==> src/logic/fbac_pkg.sv <==
// Package for the bytewide nonvolatile memory host controller.
// Assumes a 50 MHz system clock; all timing counts derive from it.
package fbac_pkg;
  localparam int CLK_PERIOD_NS = 20;
  localparam int ADDR_W = 15;
  localparam int DATA_W = 8;
  localparam int ROW_BYTES_LOG2 = 3;
  // Chip enable access time, worst supply range
  localparam int ACCESS_TIME_NS = 80;
  // Minimum precharge time, worst supply range
  localparam int PRECHARGE_MIN_TIME_NS = 65;
  // Setup of address before chip enable falls
  localparam int ADDR_SETUP_NS = 20;
  // Least times round up to whole cycles
  localparam int ACCESS_CYC =
    (ACCESS_TIME_NS + CLK_PERIOD_NS - 1) / CLK_PERIOD_NS;
  localparam int PRECHARGE_CYC =
    (PRECHARGE_MIN_TIME_NS + CLK_PERIOD_NS - 1) / CLK_PERIOD_NS;
  localparam int SETUP_CYC =
    (ADDR_SETUP_NS + CLK_PERIOD_NS - 1) / CLK_PERIOD_NS;
  localparam int CNT_W = 4;
  localparam logic [CNT_W-1:0] ACCESS_CNT = CNT_W'(ACCESS_CYC);
  localparam logic [CNT_W-1:0] PRECHARGE_CNT = CNT_W'(PRECHARGE_CYC);
  localparam logic [CNT_W-1:0] SETUP_CNT = CNT_W'(SETUP_CYC);
  localparam logic [CNT_W-1:0] CNT_ONE = 4'h1;
  localparam logic [CNT_W-1:0] CNT_ZERO = 4'h0;
  localparam logic [DATA_W-1:0] DATA_RST = 8'h00;
  localparam logic [ADDR_W-1:0] ADDR_RST = 15'h0000;

  typedef enum logic [2:0] {
    ST_IDLE,
    ST_SETUP,
    ST_ACCESS,
    ST_PRECHARGE
  } fbac_state_e;
endpackage

==> src/logic/fbac_tmr_if.sv <==
// Interface between the sequencer and its phase timer.
// Assumes both ends run on the one system clock.
`timescale 1ns/1ps
interface fbac_tmr_if;
  logic load;
  logic [fbac_pkg::CNT_W-1:0] loadVal;
  logic done;
  modport ctl (output load, output loadVal, input done);
  modport tmr (input load, input loadVal, output done);
endinterface

==> src/logic/fbac_phase_timer.sv <==
// Down counter that times one phase of a memory cycle.
// Assumes load is a one-cycle pulse from the sequencer.
`timescale 1ns/1ps
module fbac_phase_timer (
  input wire logic clk, // System clock
  input wire logic sys_rst, // Synchronous reset, high
  fbac_tmr_if.tmr tmr // Load and done
);
  logic [fbac_pkg::CNT_W-1:0] cnt_ff;
  logic [fbac_pkg::CNT_W-1:0] nxt_cnt;
  wire running = (cnt_ff != fbac_pkg::CNT_ZERO);
  assign nxt_cnt = tmr.load ? tmr.loadVal :
                   running ? cnt_ff - fbac_pkg::CNT_ONE : cnt_ff;
  // Done depends on the count only; load is decoded from it
  assign tmr.done = (cnt_ff == fbac_pkg::CNT_ONE);
  always_ff @(posedge clk) begin
    if (sys_rst) begin
      cnt_ff <= fbac_pkg::CNT_ZERO;
    end else begin
      cnt_ff <= nxt_cnt;
    end
  end
endmodule

==> src/logic/fbac_host_ctrl.sv <==
// Host controller driving a 32K x 8 bytewide nonvolatile memory.
// Assumes device pins are synchronous to clk; bus wire resolved outside.
//
// Behaviour
// - Host holds write and chip enable low at least the access time.
// - Host holds write data stable before the end of the write.
// - Host raises chip enable and holds it high the precharge time.
// - Host keeps chip enable low no longer than needed.
// - Every access gets its own chip enable falling edge.
// - Host keeps chip enable high through reset and power transitions; the code covers reset only, having no power-fail input.
// - Host keeps write enable high during power transitions; the code has no power-fail input, only reset forces it high.
// - One 8-bit two-way bus: host drives writes, device drives reads.
`timescale 1ns/1ps
module fbac_host_ctrl (
  input wire logic clk, // System clock, 50 MHz
  input wire logic sys_rst, // Synchronous reset, high
  input wire logic reqValid, // Request present
  output logic reqReady, // Request taken this cycle
  input wire logic reqWrite, // 1 write, 0 read
  input wire logic [fbac_pkg::ADDR_W-1:0] reqAddr, // Byte address
  input wire logic [fbac_pkg::DATA_W-1:0] reqWdata, // Write data
  output logic rspValid, // One-cycle completion pulse
  output logic [fbac_pkg::DATA_W-1:0] rspRdata, // Read data
  output logic [fbac_pkg::ADDR_W-fbac_pkg::ROW_BYTES_LOG2-1:0] rspRow, // Row
  output logic busy, // Cycle in progress
  output logic chipEnN, // Chip enable to device, low
  output logic writeEnN, // Write enable to device, low
  output logic outEnN, // Output enable to device, low
  output logic [fbac_pkg::ADDR_W-1:0] addr_lines, // Address to device
  input wire logic [fbac_pkg::DATA_W-1:0] data_lines_i, // Bus level in
  output logic [fbac_pkg::DATA_W-1:0] data_lines_o, // Bus drive value
  output logic data_lines_oe // High while host drives bus
);
  localparam int ROW_W = fbac_pkg::ADDR_W - fbac_pkg::ROW_BYTES_LOG2;

  // ------------------------------------------------------------
  // State and timer
  // ------------------------------------------------------------
  fbac_pkg::fbac_state_e state_ff;
  fbac_pkg::fbac_state_e nxt_state;
  logic write_ff;
  logic chipEnN_ff;
  logic writeEnN_ff;
  logic outEnN_ff;
  logic oe_ff;
  logic [fbac_pkg::ADDR_W-1:0] addr_ff;
  logic [fbac_pkg::DATA_W-1:0] wdata_ff;
  logic [fbac_pkg::DATA_W-1:0] rdata_ff;
  logic [ROW_W-1:0] row_ff;
  logic rspValid_ff;

  // ------------------------------------------------------------
  // Phase timer
  // ------------------------------------------------------------
  // One down counter times setup, access and precharge in turn
  fbac_tmr_if tmrBus ();

  fbac_phase_timer u_timer (
    .clk(clk),
    .sys_rst(sys_rst),
    .tmr(tmrBus.tmr)
  );

  // ------------------------------------------------------------
  // Decode
  // ------------------------------------------------------------
  wire isIdle = (state_ff == fbac_pkg::ST_IDLE);
  wire isSetup = (state_ff == fbac_pkg::ST_SETUP);
  wire isAccess = (state_ff == fbac_pkg::ST_ACCESS);
  wire isPre = (state_ff == fbac_pkg::ST_PRECHARGE);
  wire take = isIdle && reqValid;
  wire setupDone = isSetup && tmrBus.done;
  wire accessDone = isAccess && tmrBus.done;
  wire preDone = isPre && tmrBus.done;

  // A request is taken only in idle, one cycle ahead of setup
  assign reqReady = take;
  // Reload at each phase boundary; precharge runs out to zero
  assign tmrBus.load = take || setupDone || accessDone;
  assign tmrBus.loadVal = take ? fbac_pkg::SETUP_CNT :
                          setupDone ? fbac_pkg::ACCESS_CNT :
                          fbac_pkg::PRECHARGE_CNT;

  // ------------------------------------------------------------
  // Sequencer
  // ------------------------------------------------------------
  always_comb begin
    nxt_state = state_ff;
    case (state_ff)
      fbac_pkg::ST_IDLE: begin
        if (take) begin
          nxt_state = fbac_pkg::ST_SETUP;
        end
      end
      fbac_pkg::ST_SETUP: begin
        if (setupDone) begin
          nxt_state = fbac_pkg::ST_ACCESS;
        end
      end
      fbac_pkg::ST_ACCESS: begin
        if (accessDone) begin
          nxt_state = fbac_pkg::ST_PRECHARGE;
        end
      end
      fbac_pkg::ST_PRECHARGE: begin
        if (preDone) begin
          nxt_state = fbac_pkg::ST_IDLE;
        end
      end
      default: begin
        nxt_state = fbac_pkg::ST_IDLE;
      end
    endcase
  end

  // ------------------------------------------------------------
  // Pin strobes
  // ------------------------------------------------------------
  // Chip enable low only in access; high in reset, idle, precharge
  wire cePhase = setupDone || (isAccess && !accessDone);
  wire nxtCe = !cePhase;

  // Write enable and bus drive start at the take edge, a cycle
  // ahead of chip enable, so every write is chip-enable controlled
  wire wrStart = take && reqWrite;
  wire wrHold = (isSetup || isAccess) && write_ff && !accessDone;
  wire wrPhase = wrStart || wrHold;
  wire nxtWe = !wrPhase;

  // Output enable follows chip enable on reads only
  wire rdPhase = cePhase && !write_ff;
  wire nxtOe = !rdPhase;

  // Host drives data exactly while write enable is low
  wire nxtDrv = wrPhase;

  always_ff @(posedge clk) begin
    if (sys_rst) begin
      // All strobes high so no access starts during reset
      state_ff <= fbac_pkg::ST_IDLE;
      chipEnN_ff <= 1'b1;
      writeEnN_ff <= 1'b1;
      outEnN_ff <= 1'b1;
      oe_ff <= 1'b0;
    end else begin
      state_ff <= nxt_state;
      chipEnN_ff <= nxtCe;
      writeEnN_ff <= nxtWe;
      outEnN_ff <= nxtOe;
      oe_ff <= nxtDrv;
    end
  end

  // ------------------------------------------------------------
  // Request capture and read data
  // ------------------------------------------------------------
  always_ff @(posedge clk) begin
    if (sys_rst) begin
      write_ff <= 1'b0;
      addr_ff <= fbac_pkg::ADDR_RST;
      wdata_ff <= fbac_pkg::DATA_RST;
    end else if (take) begin
      // Pins keep the captured request for the whole cycle
      write_ff <= reqWrite;
      addr_ff <= reqAddr;
      wdata_ff <= reqWdata;
    end
  end

  // ------------------------------------------------------------
  // Completion
  // ------------------------------------------------------------
  always_ff @(posedge clk) begin
    if (sys_rst) begin
      rdata_ff <= fbac_pkg::DATA_RST;
      row_ff <= '0;
      rspValid_ff <= 1'b0;
    end else begin
      rspValid_ff <= accessDone;
      if (accessDone) begin
        // Sampled after the full access time with output enable low
        if (!write_ff) begin
          rdata_ff <= data_lines_i;
        end
        // Row worn by this access, for wear tracking upstream
        row_ff <= addr_ff[fbac_pkg::ADDR_W-1:fbac_pkg::ROW_BYTES_LOG2];
      end
    end
  end

  // ------------------------------------------------------------
  // Outputs
  // ------------------------------------------------------------
  // Device pins
  assign chipEnN = chipEnN_ff;
  assign writeEnN = writeEnN_ff;
  assign outEnN = outEnN_ff;
  assign addr_lines = addr_ff;
  assign data_lines_o = wdata_ff;
  assign data_lines_oe = oe_ff;

  // Host side
  assign rspValid = rspValid_ff;
  assign rspRdata = rdata_ff;
  assign rspRow = row_ff;
  assign busy = !isIdle;
  // Rule 7 path unused: host always issues chip-enable writes
  // Reads never turn into writes mid-cycle, so no bus turnaround
endmodule

==> config.mk <==
export PLATFORM = sky130hd
export DESIGN_NAME = fbac_host_ctrl
export DESIGN_NICKNAME = d
export VERILOG_FILES = /design/src/logic/fbac_pkg.sv /design/src/logic/fbac_tmr_if.sv /design/src/logic/fbac_phase_timer.sv /design/src/logic/fbac_host_ctrl.sv
export SDC_FILE = /design/constraint.sdc
export NUM_CORES = 1
export LEC_CHECK = 0
export ABC_AREA = 0
export BUFFER_PORTS_ARGS = -buffer_cell sky130_fd_sc_hd__buf_4
export CAP_MARGIN = 20
export CORE_MARGIN = 10
export CORE_UTILIZATION = 47
export CTS_BUF_LIST = sky130_fd_sc_hd__clkbuf_16
export DETAILED_ROUTE_END_ITERATION = 8
export PLACE_DENSITY_LB_ADDON = 0.12
export SLEW_MARGIN = 20
export SYNTH_ARGS = -nofsm -noshare
export SYNTH_HDL_FRONTEND = slang
export SYNTH_SLANG_ARGS = --single-unit
export TNS_END_PERCENT = 20
==> constraint.sdc <==
create_clock -name clk -period 1.65 [get_ports clk]
set_input_delay 0.2475 -clock clk [delete_from_list [all_inputs] [get_ports clk]]
set_output_delay 0.2475 -clock clk [all_outputs]
set_load 0.1 [all_outputs]
# Word level (Yosys, flattened, before mapping)
# Index checks and enable logic that the tools add are counted.
op_classes:
  bitwise: 1
  muxes: 8
  addsub: 1
  reduce_logical: 25
  eq_ne: 8
ops:
  columns: ["operator", "n"]
  rows:
  - ["$mux 3", 5]
  - ["$pmux 3 s4", 1]
  - ["$logic_and 1x1->1", 9]
  - ["$mux 4", 2]
  - ["$ne 2x1->1 const B", 4]
  - ["$eq 3x2->1 const B", 2]
  - ["$logic_not 1->1", 6]
  - ["$logic_or 1x1->1", 5]
  - ["$eq 4x1->1 const B", 1]
  - ["$reduce_and 4->1", 1]
  - ["$reduce_bool 4->1", 1]
  - ["$sub 4x1->4 const B", 1]
  - ["$eq 3x1->1 const B", 1]
  - ["$logic_not 3->1", 1]
  - ["$reduce_and 2->1", 1]
  - ["$reduce_bool 2->1", 1]
  - ["$not 1->1", 1]
word_totals:
  register_bits: 56
  elab_cells: 55
  in_bits: 35
  out_inout_bits: 50

# Depth between registers and ports, before layout
# Gate-level depths: netlist of run 1.
logic_depth:
  ltp_word: 7
  depth_mapped: 7

# By module
# A second synthesis of run 1 with hierarchy kept.
unflattened:
  cells_unflattened: 247
  hier_area_um2: 2102.0
modules_own_cells:
  columns: ["mod", "n_inst", "cells_each", "area_each_um2"]
  rows:
  - ["fbac_host_ctrl", 1, 220, 1855.5]
  - ["fbac_phase_timer", 1, 27, 246.5]

# Worst setup path before layout of run 1
# Ideal clock, no wire load.
synth_path:
  path_type: "flip-flop to flip-flop"
  startpoint: "register state_ff[0]"
  endpoint: "register state_ff[0]"
  setup_ps: 129
  synth_period_minus_slack_ps: 1758
  path_slack_ps: -108
  required_ps: 1521
  arrival_ps: 1629
  path_buffers: 0
  path_stages_with_launch: 6
  cell_sequence: "dfxtp_1 > inv_1 > ha_1 > inv_1 > o22ai_1 > mux2i_1"
synth_between:
  elab_chain_cells: 4
  word_cells_on_any_way: 14
synth_rtl:
  columns: ["item", "line_no", "rtl"]
  rows:
  - ["start: declaration", "fbac_host_ctrl.sv:39", "fbac_pkg::fbac_state_e state_ff;"]
  - ["start signal: assignment", "fbac_host_ctrl.sv:140", "state_ff <= fbac_pkg::ST_IDLE;"]
  - ["start signal: assignment", "fbac_host_ctrl.sv:146", "state_ff <= nxt_state;"]
  - ["$eq 3x2->1 (tied with other cells)", "fbac_host_ctrl.sv:70, fbac_host_ctrl.sv:89", null]
  - ["$logic_and 1x1->1 (on tied branches)", null, null]
  - ["$ne 2x1->1 (no line)", null, null]
  - ["$reduce_and 4->1 (no line)", null, null]
# Parallel ways exist; a longest one is shown, timed or not.
# A chain may end at the register's enable or synchronous reset.

# Worst setup path after layout of run 1
layout_path:
  startpoint: "register state_ff[0]"
  endpoint: "output reqReady"
layout_between:
  elab_chain_cells: 2
layout_rtl:
  columns: ["item", "line_no", "rtl"]
  rows:
  - ["$logic_not 3->1", "fbac_host_ctrl.sv:67", "wire isIdle = (state_ff == fbac_pkg::ST_IDLE);"]
  - ["$logic_and 1x1->1", "fbac_host_ctrl.sv:71", "wire take = isIdle && reqValid;"]
  - ["end: declaration", "fbac_host_ctrl.sv:18", "output logic reqReady,"]
# No other way between the ends.

==> metrics.json, run 1 <==
{
  "cts_htree_levels": {"value": 2},
  "ff2ff_setup_slack": {"value": 90, "unit": "ps"},
  "timing.critical_path.arrival": {"value": 1330, "unit": "ps"},
  "grt.total_usage": {"value": 14.8, "unit": "%"},
  "layout-drive-gt1-share": {"value": 32.0, "unit": "%"},
  "cts_inserted_buffers": {"value": 5},
  "report.final.hold_viol_count": {"value": 0},
  "yosys.area.top_type_share": {"value": 51.5, "unit": "%"},
  "first_global_vias": {"value": 1948},
  "synth_simple_gate_area_share": {"value": 21.7, "unit": "%"},
  "grt_first_pass_wirelength": {"value": 9.22, "unit": "mm"},
  "clock_path_buffers": {"value": 2},
  "place.port_buffers": {"value": 84},
  "grt_max_degree": {"value": 58},
  "drt.antenna.violating_nets": {"value": 0},
  "grt_remaining_overflow": {"value": 0},
  "timing.critical_path.cells": {"value": "inv_1 > ha_4 > nand2_1 > inv_2 > buf_12"},
  "post_syn_area": {"value": 0.00214, "unit": "mm²"},
  "finalSetupTns": {"value": 0, "unit": "ps"},
  "final_net_count": {"value": 376},
  "vias_per_cell": {"value": 5.06},
  "place_congestion": {"value": 0.781},
  "asyncSetResetFlopFracSynth": {"value": 0, "unit": "%"},
  "drt-total-wl": {"value": 5.96, "unit": "mm"},
  "ys_seq_elements": {"value": 55},
  "die_area": {"value": 0.00765, "unit": "mm²"},
  "synth.largest_area_cell": {"value": "sky130_fd_sc_hd__dfxtp_1"},
  "synthesis.nets": {"value": 295},
  "most_area_consuming_cells_after_synthesis": {"value": "sky130_fd_sc_hd__dfxtp_1, sky130_fd_sc_hd__nand2_1, sky130_fd_sc_hd__a21oi_1, sky130_fd_sc_hd__ha_1, sky130_fd_sc_hd__nand3_1"},
  "floorplan.die.height": {"value": 87.5, "unit": "µm"},
  "register_clock_pin_slew_on_the_reported_worst_setup_and_hold_paths": {"value": 70, "unit": "ps"},
  "antenna_found_initial": {"value": 0},
  "cts.sink_count": {"value": 55},
  "synth_xor_area_share": {"value": 1.23, "unit": "%"},
  "worst_setup_path_start_kind": {"value": "flip-flop"},
  "post_drt_wl_per_cell": {"value": 15.5, "unit": "µm"},
  "antennaDiodeCount": {"value": 0},
  "total_leakage_power": {"value": 1.28, "unit": "nW"},
  "fin_crit": {"value": 1580, "unit": "ps"},
  "p_per_area": {"value": 1930, "unit": "mW/mm²"},
  "std_cell_rows": {"value": 24},
  "pin_count": {"value": 85},
  "timing.slew.headroom": {"value": 61.3, "unit": "%"},
  "synth_edf_count": {"value": 0},
  "effective_utilization_at_floorplan": {"value": 48.8, "unit": "%"},
  "synth_top_family_by_area": {"value": "simple AND/OR/NAND/NOR gates"},
  "synth.most_common_cell": {"value": "sky130_fd_sc_hd__nand2_1"},
  "worst-path-max-fanout": {"value": 4},
  "count_of_synthesis_stage_warnings_from_yosys": {"value": 0},
  "drtPass1Iterations": {"value": 4},
  "worstSetupPathType": {"value": "flip-flop to output pin"},
  "synthAdderAreaFrac": {"value": 4.10, "unit": "%"},
  "cts_setup_buffers": {"value": 0},
  "dp_hpwl": {"value": 4.11, "unit": "mm"},
  "slew_violations": {"value": 0},
  "first_iter_violations": {"value": 87},
  "hold_buffers": {"value": 0},
  "maxCapViolCount": {"value": 0},
  "fmaxAchievable": {"value": 634, "unit": "MHz"},
  "synthMuxAreaShare": {"value": 1.40, "unit": "%"},
  "final.setup_skew": {"value": 2.86, "unit": "ps"},
  "dp_cells": {"value": 378},
  "finalSetupViolations": {"value": 0},
  "slowest_delay": {"value": 340, "unit": "ps"},
  "netlist_instances": {"value": 253},
  "coreArea": {"value": 0.00438, "unit": "mm²"},
  "top_cells_by_count_synth": {"value": "sky130_fd_sc_hd__nand2_1, sky130_fd_sc_hd__dfxtp_1, sky130_fd_sc_hd__a21oi_1"},
  "compound_gate_fraction_of_synth_area": {"value": 15.3, "unit": "%"},
  "cts_tree": {"value": "built"},
  "total_via_count_in_the_routed_design": {"value": 1952},
  "detail_route.drc_violations": {"value": 0},
  "hp-class": {"value": "input port to flip-flop"},
  "synth_area_per_cell": {"value": 8.45, "unit": "µm²"},
  "post_layout_nonfiller_instances": {"value": 386},
  "tightest_hold_margin": {"value": 204, "unit": "ps"},
  "synth_top_flop_cell": {"value": "sky130_fd_sc_hd__dfxtp_1"},
  "worstPathRequired": {"value": 1400, "unit": "ps"},
  "clock_latency_on_the_worst_skew_pair": {"value": 280, "unit": "ps"},
  "final_min_period_over_clock_period": {"value": 95.6, "unit": "%"},
  "placed_cell_area": {"value": 0.00281, "unit": "mm²"},
  "sequential_share_of_the_synthesized_area": {"value": 51.5, "unit": "%"},
  "syn_to_layout_area_delta": {"value": 40.5, "unit": "%"},
  "die_width": {"value": 87.5, "unit": "µm"},
  "finish.instance_area": {"value": 0.00300, "unit": "mm²"},
  "endpoint_kind": {"value": "output pin"},
  "critical_path.slowest_cell": {"value": "sky130_fd_sc_hd__dfxtp_1"},
  "worstMarginPinSlew": {"value": 581, "unit": "ps"},
  "outcome": {"value": "completed"},
  "synth.lib_cells_used.distinct": {"value": 32},
  "clock-root-buffer": {"value": "sky130_fd_sc_hd__clkbuf_16"},
  "power.ir.vdd_worst": {"value": 0.000986, "unit": "V"}
}
[final timing paths]
check,cells past startpoint,from,end
worst max register to register,5,u_timer.cnt_ff[1],outEnN
worst min register to register,2,rspRow[10],rspRow[10]
worst min-delay path,3,reqAddr[8],addr_lines[8]
worst max-delay path,5,state_ff[0],reqReady
[routing by layer]
layer	part of all wire [%]	global-route usage, %
met3	11	7.68
met5	0	0
met4	1.2	3.91
met1	42	17.1
met2	46	23.4
[kinds of logic (layout without fill, tap and decap cells)]
| logic type | count (synthesis) | count (layout) |
|---|---|---|
| multiplexers | 3 | 3 |
| buffers and inverters | 23 | 103 |
| adder cells (fa/ha/maj) | 7 | 7 |
| XOR/XNOR | 3 | 3 |
| AO/OA/AOI/OAI | 61 | 61 |
| AND/OR/NAND/NOR | 101 | 102 |
| flip-flops | 55 | 55 |
[cell type report]
cell class	count	area, µm²
Clock buffer	5	125
Timing Repair Buffer	89	681
Multi-Input combinational cell	176	967
Sequential cell	55	1100
Clock inverter	2	33.8
Fill cell	400	1380
Inverter	7	30.0
Tap cell	52	65.1
[report_power, final]
group          switching, mW  leakage (nW)  internal [mW]
Combinational           2.11         0.747          0.801
Sequential             0.181         0.449           1.55
Clock                  0.443        0.0811          0.702
Total                   2.74          1.28           3.05
[stage by stage]
stage	power (mW)	setup slack, ps	utilization [%]
CTS	5.73	3.00	67.7
global route	6.09	-7.23	68.5
finish	5.79	72.8	68.5
global placement	4.54	214	64.0
detailed placement	4.58	178	64.0
floorplan	3.97	0.819	-
[critical path: cells and delay by family, from the launching register on]
kind,cells,cell delay [ps]
and+or+nand+nor,1,90
DFF,1,340
buffers and inverters,3,440
adders and majority gates,1,170
[timing repair]
action                     4_1_cts  5_1_grt
setup endpoints to repair        1        2
pin swaps                        0        1
resized for setup                1        5
gates cloned                     0        1
[flip-flops by register name, indices dropped and copies added (netlist names)]
register	count
addr_lines	15
state_ff	2
u_timer.cnt_ff	4
chipEnN	1
write_ff	1
outEnN	1
data_lines_o	8
rspRdata	8
data_lines_oe	1
rspRow	12
rspValid	1
writeEnN	1
[cell usage in the layout (no fill, tap or decap), drive strengths merged, types with 5 or more instances in the layout]
| cell type | n |
|---|---|
| buf | 89 |
| nand2 | 73 |
| dfxtp | 55 |
| a21oi | 45 |
| o21ai | 10 |
| nand3 | 8 |
| inv | 7 |
| ha | 7 |
| clkbuf | 5 |
(Power assumes the default switching activity.)
==> run 2: changes to the inputs <==
--- a/config.mk
+++ b/config.mk
@@ -16,5 +16,6 @@
 export SLEW_MARGIN = 20
 export SYNTH_ARGS = -nofsm -noshare
 export SYNTH_HDL_FRONTEND = slang
+export SYNTH_HIERARCHICAL = 1
 export SYNTH_SLANG_ARGS = --single-unit
 export TNS_END_PERCENT = 20
==> run 2 against run 1 <==
Effect of this change:
- the run now ends with negative setup slack left
- final cell count increased by 1.8%
- register-to-register slack got worse by 100 ps
- clock skew increased by 1.7 ps
- sequential share of layout area decreased by 0.70 points
- via count decreased by 1.9%
- critical path type is now flip-flop to flip-flop
- largest power group unchanged
==> metrics.json, run 2 <==
{
  "critPathTopFamily": {"value": "simple AND/OR/NAND/NOR gates"},
  "grt.total_usage": {"value": 14.4, "unit": "%", "change": "-0.39 points"},
  "final_net_count": {"value": 382, "change": "+1.6%"},
  "place_congestion": {"value": 0.752, "change": "-3.8%"},
  "mostFrequentLayoutCell": {"value": "sky130_fd_sc_hd__buf_4"},
  "layout-drive-gt1-share": {"value": 36.1, "unit": "%", "change": "+4.0 points"},
  "maxCapViolCount": {"value": 0, "change": "unchanged"},
  "first_iter_violations": {"value": 99, "change": "+14%"},
  "critical_path.slowest_cell": {"value": "sky130_fd_sc_hd__or4b_1"},
  "clock_latency_on_the_worst_skew_pair": {"value": 290, "unit": "ps", "change": "about the same"},
  "cts_inserted_buffers": {"value": 5, "change": "unchanged"},
  "rsz_0062_raised_after_global_routing": {"value": "yes"},
  "hp-class": {"value": "input port to flip-flop"},
  "synth.most_common_cell": {"value": "sky130_fd_sc_hd__nand2_1"},
  "worst_setup_path_start_kind": {"value": "flip-flop"},
  "top_cells_by_count_synth": {"value": "sky130_fd_sc_hd__nand2_1, sky130_fd_sc_hd__dfxtp_1, sky130_fd_sc_hd__a21oi_1"},
  "worstSetupPathType": {"value": "flip-flop to flip-flop"},
  "report.final.hold_viol_count": {"value": 0, "change": "unchanged"},
  "yosys.area.top_type_share": {"value": 52.4, "unit": "%", "change": "+0.89 points"},
  "worstPathRequired": {"value": 1870, "unit": "ps", "change": "+470 ps"},
  "most_area_consuming_cells_after_synthesis": {"value": "sky130_fd_sc_hd__dfxtp_1, sky130_fd_sc_hd__nand2_1, sky130_fd_sc_hd__a21oi_1, sky130_fd_sc_hd__ha_1, sky130_fd_sc_hd__mux2i_1"},
  "post_syn_area": {"value": 0.00210, "unit": "mm²", "change": "-1.7%"},
  "synth_top_flop_cell": {"value": "sky130_fd_sc_hd__dfxtp_1"},
  "pin_count": {"value": 85, "change": "unchanged"},
  "die_area": {"value": 0.00755, "unit": "mm²", "change": "-1.3%"},
  "cts_tree": {"value": "built"},
  "cts_htree_levels": {"value": 2, "change": "unchanged"},
  "coreArea": {"value": 0.00435, "unit": "mm²", "change": "-0.68%"},
  "p_per_area": {"value": 1730, "unit": "mW/mm²", "change": "-10%"},
  "synth_area_per_cell": {"value": 8.51, "unit": "µm²", "change": "+0.69%"},
  "syn_to_layout_area_delta": {"value": 45.7, "unit": "%"},
  "post_drt_wl_per_cell": {"value": 14.0, "unit": "µm", "change": "-9.4%"},
  "antenna_found_initial": {"value": 0, "change": "unchanged"},
  "final_critical_path_setup_slack": {"value": -10.3, "unit": "ps", "change": "-83.2 ps"},
  "clock-root-buffer": {"value": "sky130_fd_sc_hd__clkbuf_16"},
  "effective_utilization_at_floorplan": {"value": 48.3, "unit": "%", "change": "-0.50 points"},
  "endpoint_kind": {"value": "flip-flop"},
  "layout_common_cells": {"value": "sky130_fd_sc_hd__buf_4, sky130_fd_sc_hd__nand2_1, sky130_fd_sc_hd__dfxtp_1"},
  "floorplan.die.height": {"value": 86.9, "unit": "µm", "change": "-0.66%"},
  "r2r.worst_path.cells": {"value": 6, "change": "+1"},
  "cts.sink_count": {"value": 55, "change": "unchanged"},
  "synth_edf_count": {"value": 0, "change": "unchanged"},
  "worstMarginPinSlew": {"value": 564, "unit": "ps", "change": "-16.6 ps"},
  "finish.instance_area": {"value": 0.00306, "unit": "mm²", "change": "+2.0%"},
  "whs_path_depth": {"value": 3, "change": "unchanged"},
  "holdCritStartpoint": {"value": "data_lines_i[7]"},
  "timing.slew.headroom": {"value": 62.4, "unit": "%", "change": "+1.1 points"},
  "synth.lib_cells_used.distinct": {"value": 32, "change": "unchanged"},
  "count_of_synthesis_stage_warnings_from_yosys": {"value": 6, "change": "+6"},
  "failed_checks": {"value": "negative setup slack"},
  "synth.largest_area_cell": {"value": "sky130_fd_sc_hd__dfxtp_1"},
  "asyncSetResetFlopFracSynth": {"value": 0, "unit": "%", "change": "unchanged"},
  "drtPass1Iterations": {"value": 4, "change": "unchanged"},
  "dp_hpwl": {"value": 4.14, "unit": "mm", "change": "+0.74%"},
  "sequential_share_of_the_synthesized_area": {"value": 52.4, "unit": "%", "change": "+0.89 points"},
  "hold_buffers": {"value": 0, "change": "unchanged"},
  "outcome": {"value": "complete, but fails checks"},
  "register_clock_pin_slew_on_the_reported_worst_setup_and_hold_paths": {"value": 70, "unit": "ps", "change": "about the same"},
  "place.port_buffers": {"value": 84, "change": "unchanged"},
  "placed_cell_area": {"value": 0.00287, "unit": "mm²", "change": "+2.4%"},
  "timing.critical_path.cells": {"value": "inv_2 > ha_1 > nor3b_4 > o21ba_4 > or4b_1 > a21oi_1"},
  "finalSetupViolations": {"value": 2, "change": "+2"},
  "critical_path.n_buffers_inverters": {"value": 1, "change": "-2"},
  "netlist_instances": {"value": 247, "change": "-2.4%"},
  "worst-path-max-fanout": {"value": 6, "change": "+2"},
  "r2r_end": {"value": "state_ff[1]"},
  "antennaDiodeCount": {"value": 0, "change": "unchanged"},
  "vias_per_cell": {"value": 4.87, "change": "-3.7%"},
  "timing.critical_path.arrival": {"value": 1880, "unit": "ps", "change": "+550 ps"},
  "clock_path_buffers": {"value": 2, "change": "unchanged"},
  "largest_register_ffs": {"value": 15, "change": "unchanged"},
  "drt-total-wl": {"value": 5.50, "unit": "mm", "change": "-7.8%"},
  "grt_max_degree": {"value": 56, "change": "-3.4%"},
  "slowest_delay": {"value": 490, "unit": "ps", "change": "+150 ps"},
  "fin_crit": {"value": 1660, "unit": "ps", "change": "+83.2 ps"},
  "final.setup_skew": {"value": 4.53, "unit": "ps", "change": "+1.67 ps"},
  "drt.antenna.violating_nets": {"value": 0, "change": "unchanged"},
  "fmaxAchievable": {"value": 602, "unit": "MHz", "change": "-5.0%"},
  "final_min_period_over_clock_period": {"value": 101, "unit": "%", "change": "+5.0 points"},
  "crit-reg2reg-launch": {"value": "u_timer/cnt_ff[1]"},
  "total_leakage_power": {"value": 1.41, "unit": "nW", "change": "+11%"},
  "total_via_count_in_the_routed_design": {"value": 1914, "change": "-1.9%"},
  "grt_remaining_overflow": {"value": 0, "change": "unchanged"},
  "holdPathEnd": {"value": "rspRdata[7]"},
  "ys_seq_elements": {"value": 55, "change": "unchanged"},
  "die_width": {"value": 86.9, "unit": "µm", "change": "-0.66%"},
  "power.ir.vdd_worst": {"value": 0.000896, "unit": "V", "change": "-9.2%"},
  "p_total": {"value": 5.30, "unit": "mW", "change": "-8.4%"},
  "grt_first_pass_wirelength": {"value": 8.87, "unit": "mm", "change": "-3.8%"},
  "std_cell_rows": {"value": 24, "change": "unchanged"},
  "ff2ff_setup_slack": {"value": -10, "unit": "ps", "change": "-100 ps"},
  "first_global_vias": {"value": 1857, "change": "-4.7%"},
  "detail_route.drc_violations": {"value": 0, "change": "unchanged"},
  "slew_violations": {"value": 0, "change": "unchanged"}
}
## run 2: how the worst max path moves through the flow
stage | start | endpoint | cells past startpoint
floorplan | u_timer/cnt_ff[1] | u_timer/cnt_ff[2] | 8
global placement | u_timer/cnt_ff[1] | state_ff[0] | 6
detailed placement | u_timer/cnt_ff[1] | state_ff[0] | 6
CTS | u_timer/cnt_ff[1] | state_ff[0] | 6
global route | u_timer/cnt_ff[1] | state_ff[1] | 6
finish | u_timer/cnt_ff[1] | state_ff[1] | 6
## run 2: worst reg2reg max path: stages (launching register included)
cell	delay (ps)
sky130_fd_sc_hd__dfxtp_2	320
sky130_fd_sc_hd__inv_2	50
sky130_fd_sc_hd__ha_1	140
sky130_fd_sc_hd__nor3b_4	260
sky130_fd_sc_hd__o21ba_4	200
sky130_fd_sc_hd__or4b_1	490
sky130_fd_sc_hd__a21oi_1	130
## run 2: cell type report
cell class	instances	area, µm²
clock buffers	5	125
clock inverters	3	16.3
fillers	385	1290
inverters	6	27.5
multi-input cells	174	975
flip-flops and latches	55	1100
well taps	52	65.1
repair buffers	98	752
## run 2: metal layers
metal | wire length [µm] | vias up | GRT usage (%)
met2 | 2700 | 52 | 24.1
met5 | 0 | - | 0
met3 | 574 | 4 | 8.24
met1 | 2190 | 867 | 15.4
li1 | - | 991 | -
met4 | 35 | 0 | 3.09
## run 2: what timing repair did
action | in CTS | in global routing
endpoints found under the setup margin | 3 | 9
pin swaps | 1 | 0
resized for setup | 7 | 5
buffers inserted | 1 | 0
## run 2: cell families (layout without fill, tap and decap cells)
| logic type | after synthesis | after routing | share of synthesized area (%) |
|---|---|---|---|
| other | 1 | 2 | 0.178 |
| XOR/XNOR | 2 | 2 | 0.833 |
| multiplexers | 9 | 9 | 4.35 |
| buffers and inverters | 19 | 112 | 3.63 |
| AND/OR/NAND/NOR | 104 | 104 | 21.0 |
| adder cells (fa/ha/maj) | 7 | 7 | 4.17 |
| flip-flops | 55 | 55 | 52.4 |
| AO/OA/AOI/OAI | 50 | 50 | 13.5 |
## run 2: per-stage QoR
step / std cells / utilization [%] / TNS [ps] / hold slack [ps] / setup slack, ps
final: 393 / 70.3 / -15.2 / 191 / -10.3
after global routing: 393 / 70.3 / -412 / 186 / -112
after CTS: 393 / 69.9 / -36.7 / 189 / -21.5
after detailed placement: 384 / 66.0 / -74.7 / 447 / -49.1
after global placement: 384 / 66.0 / -2.71 / 442 / -2.71
after floorplan: 248 / - / 0 / 310 / 14.5
## run 2: where the power goes
part	internal (mW)	switching [mW]	total, mW
clock	0.555	0.459	1.01
sequential	1.52	0.136	1.66
combinational	0.843	1.79	2.63
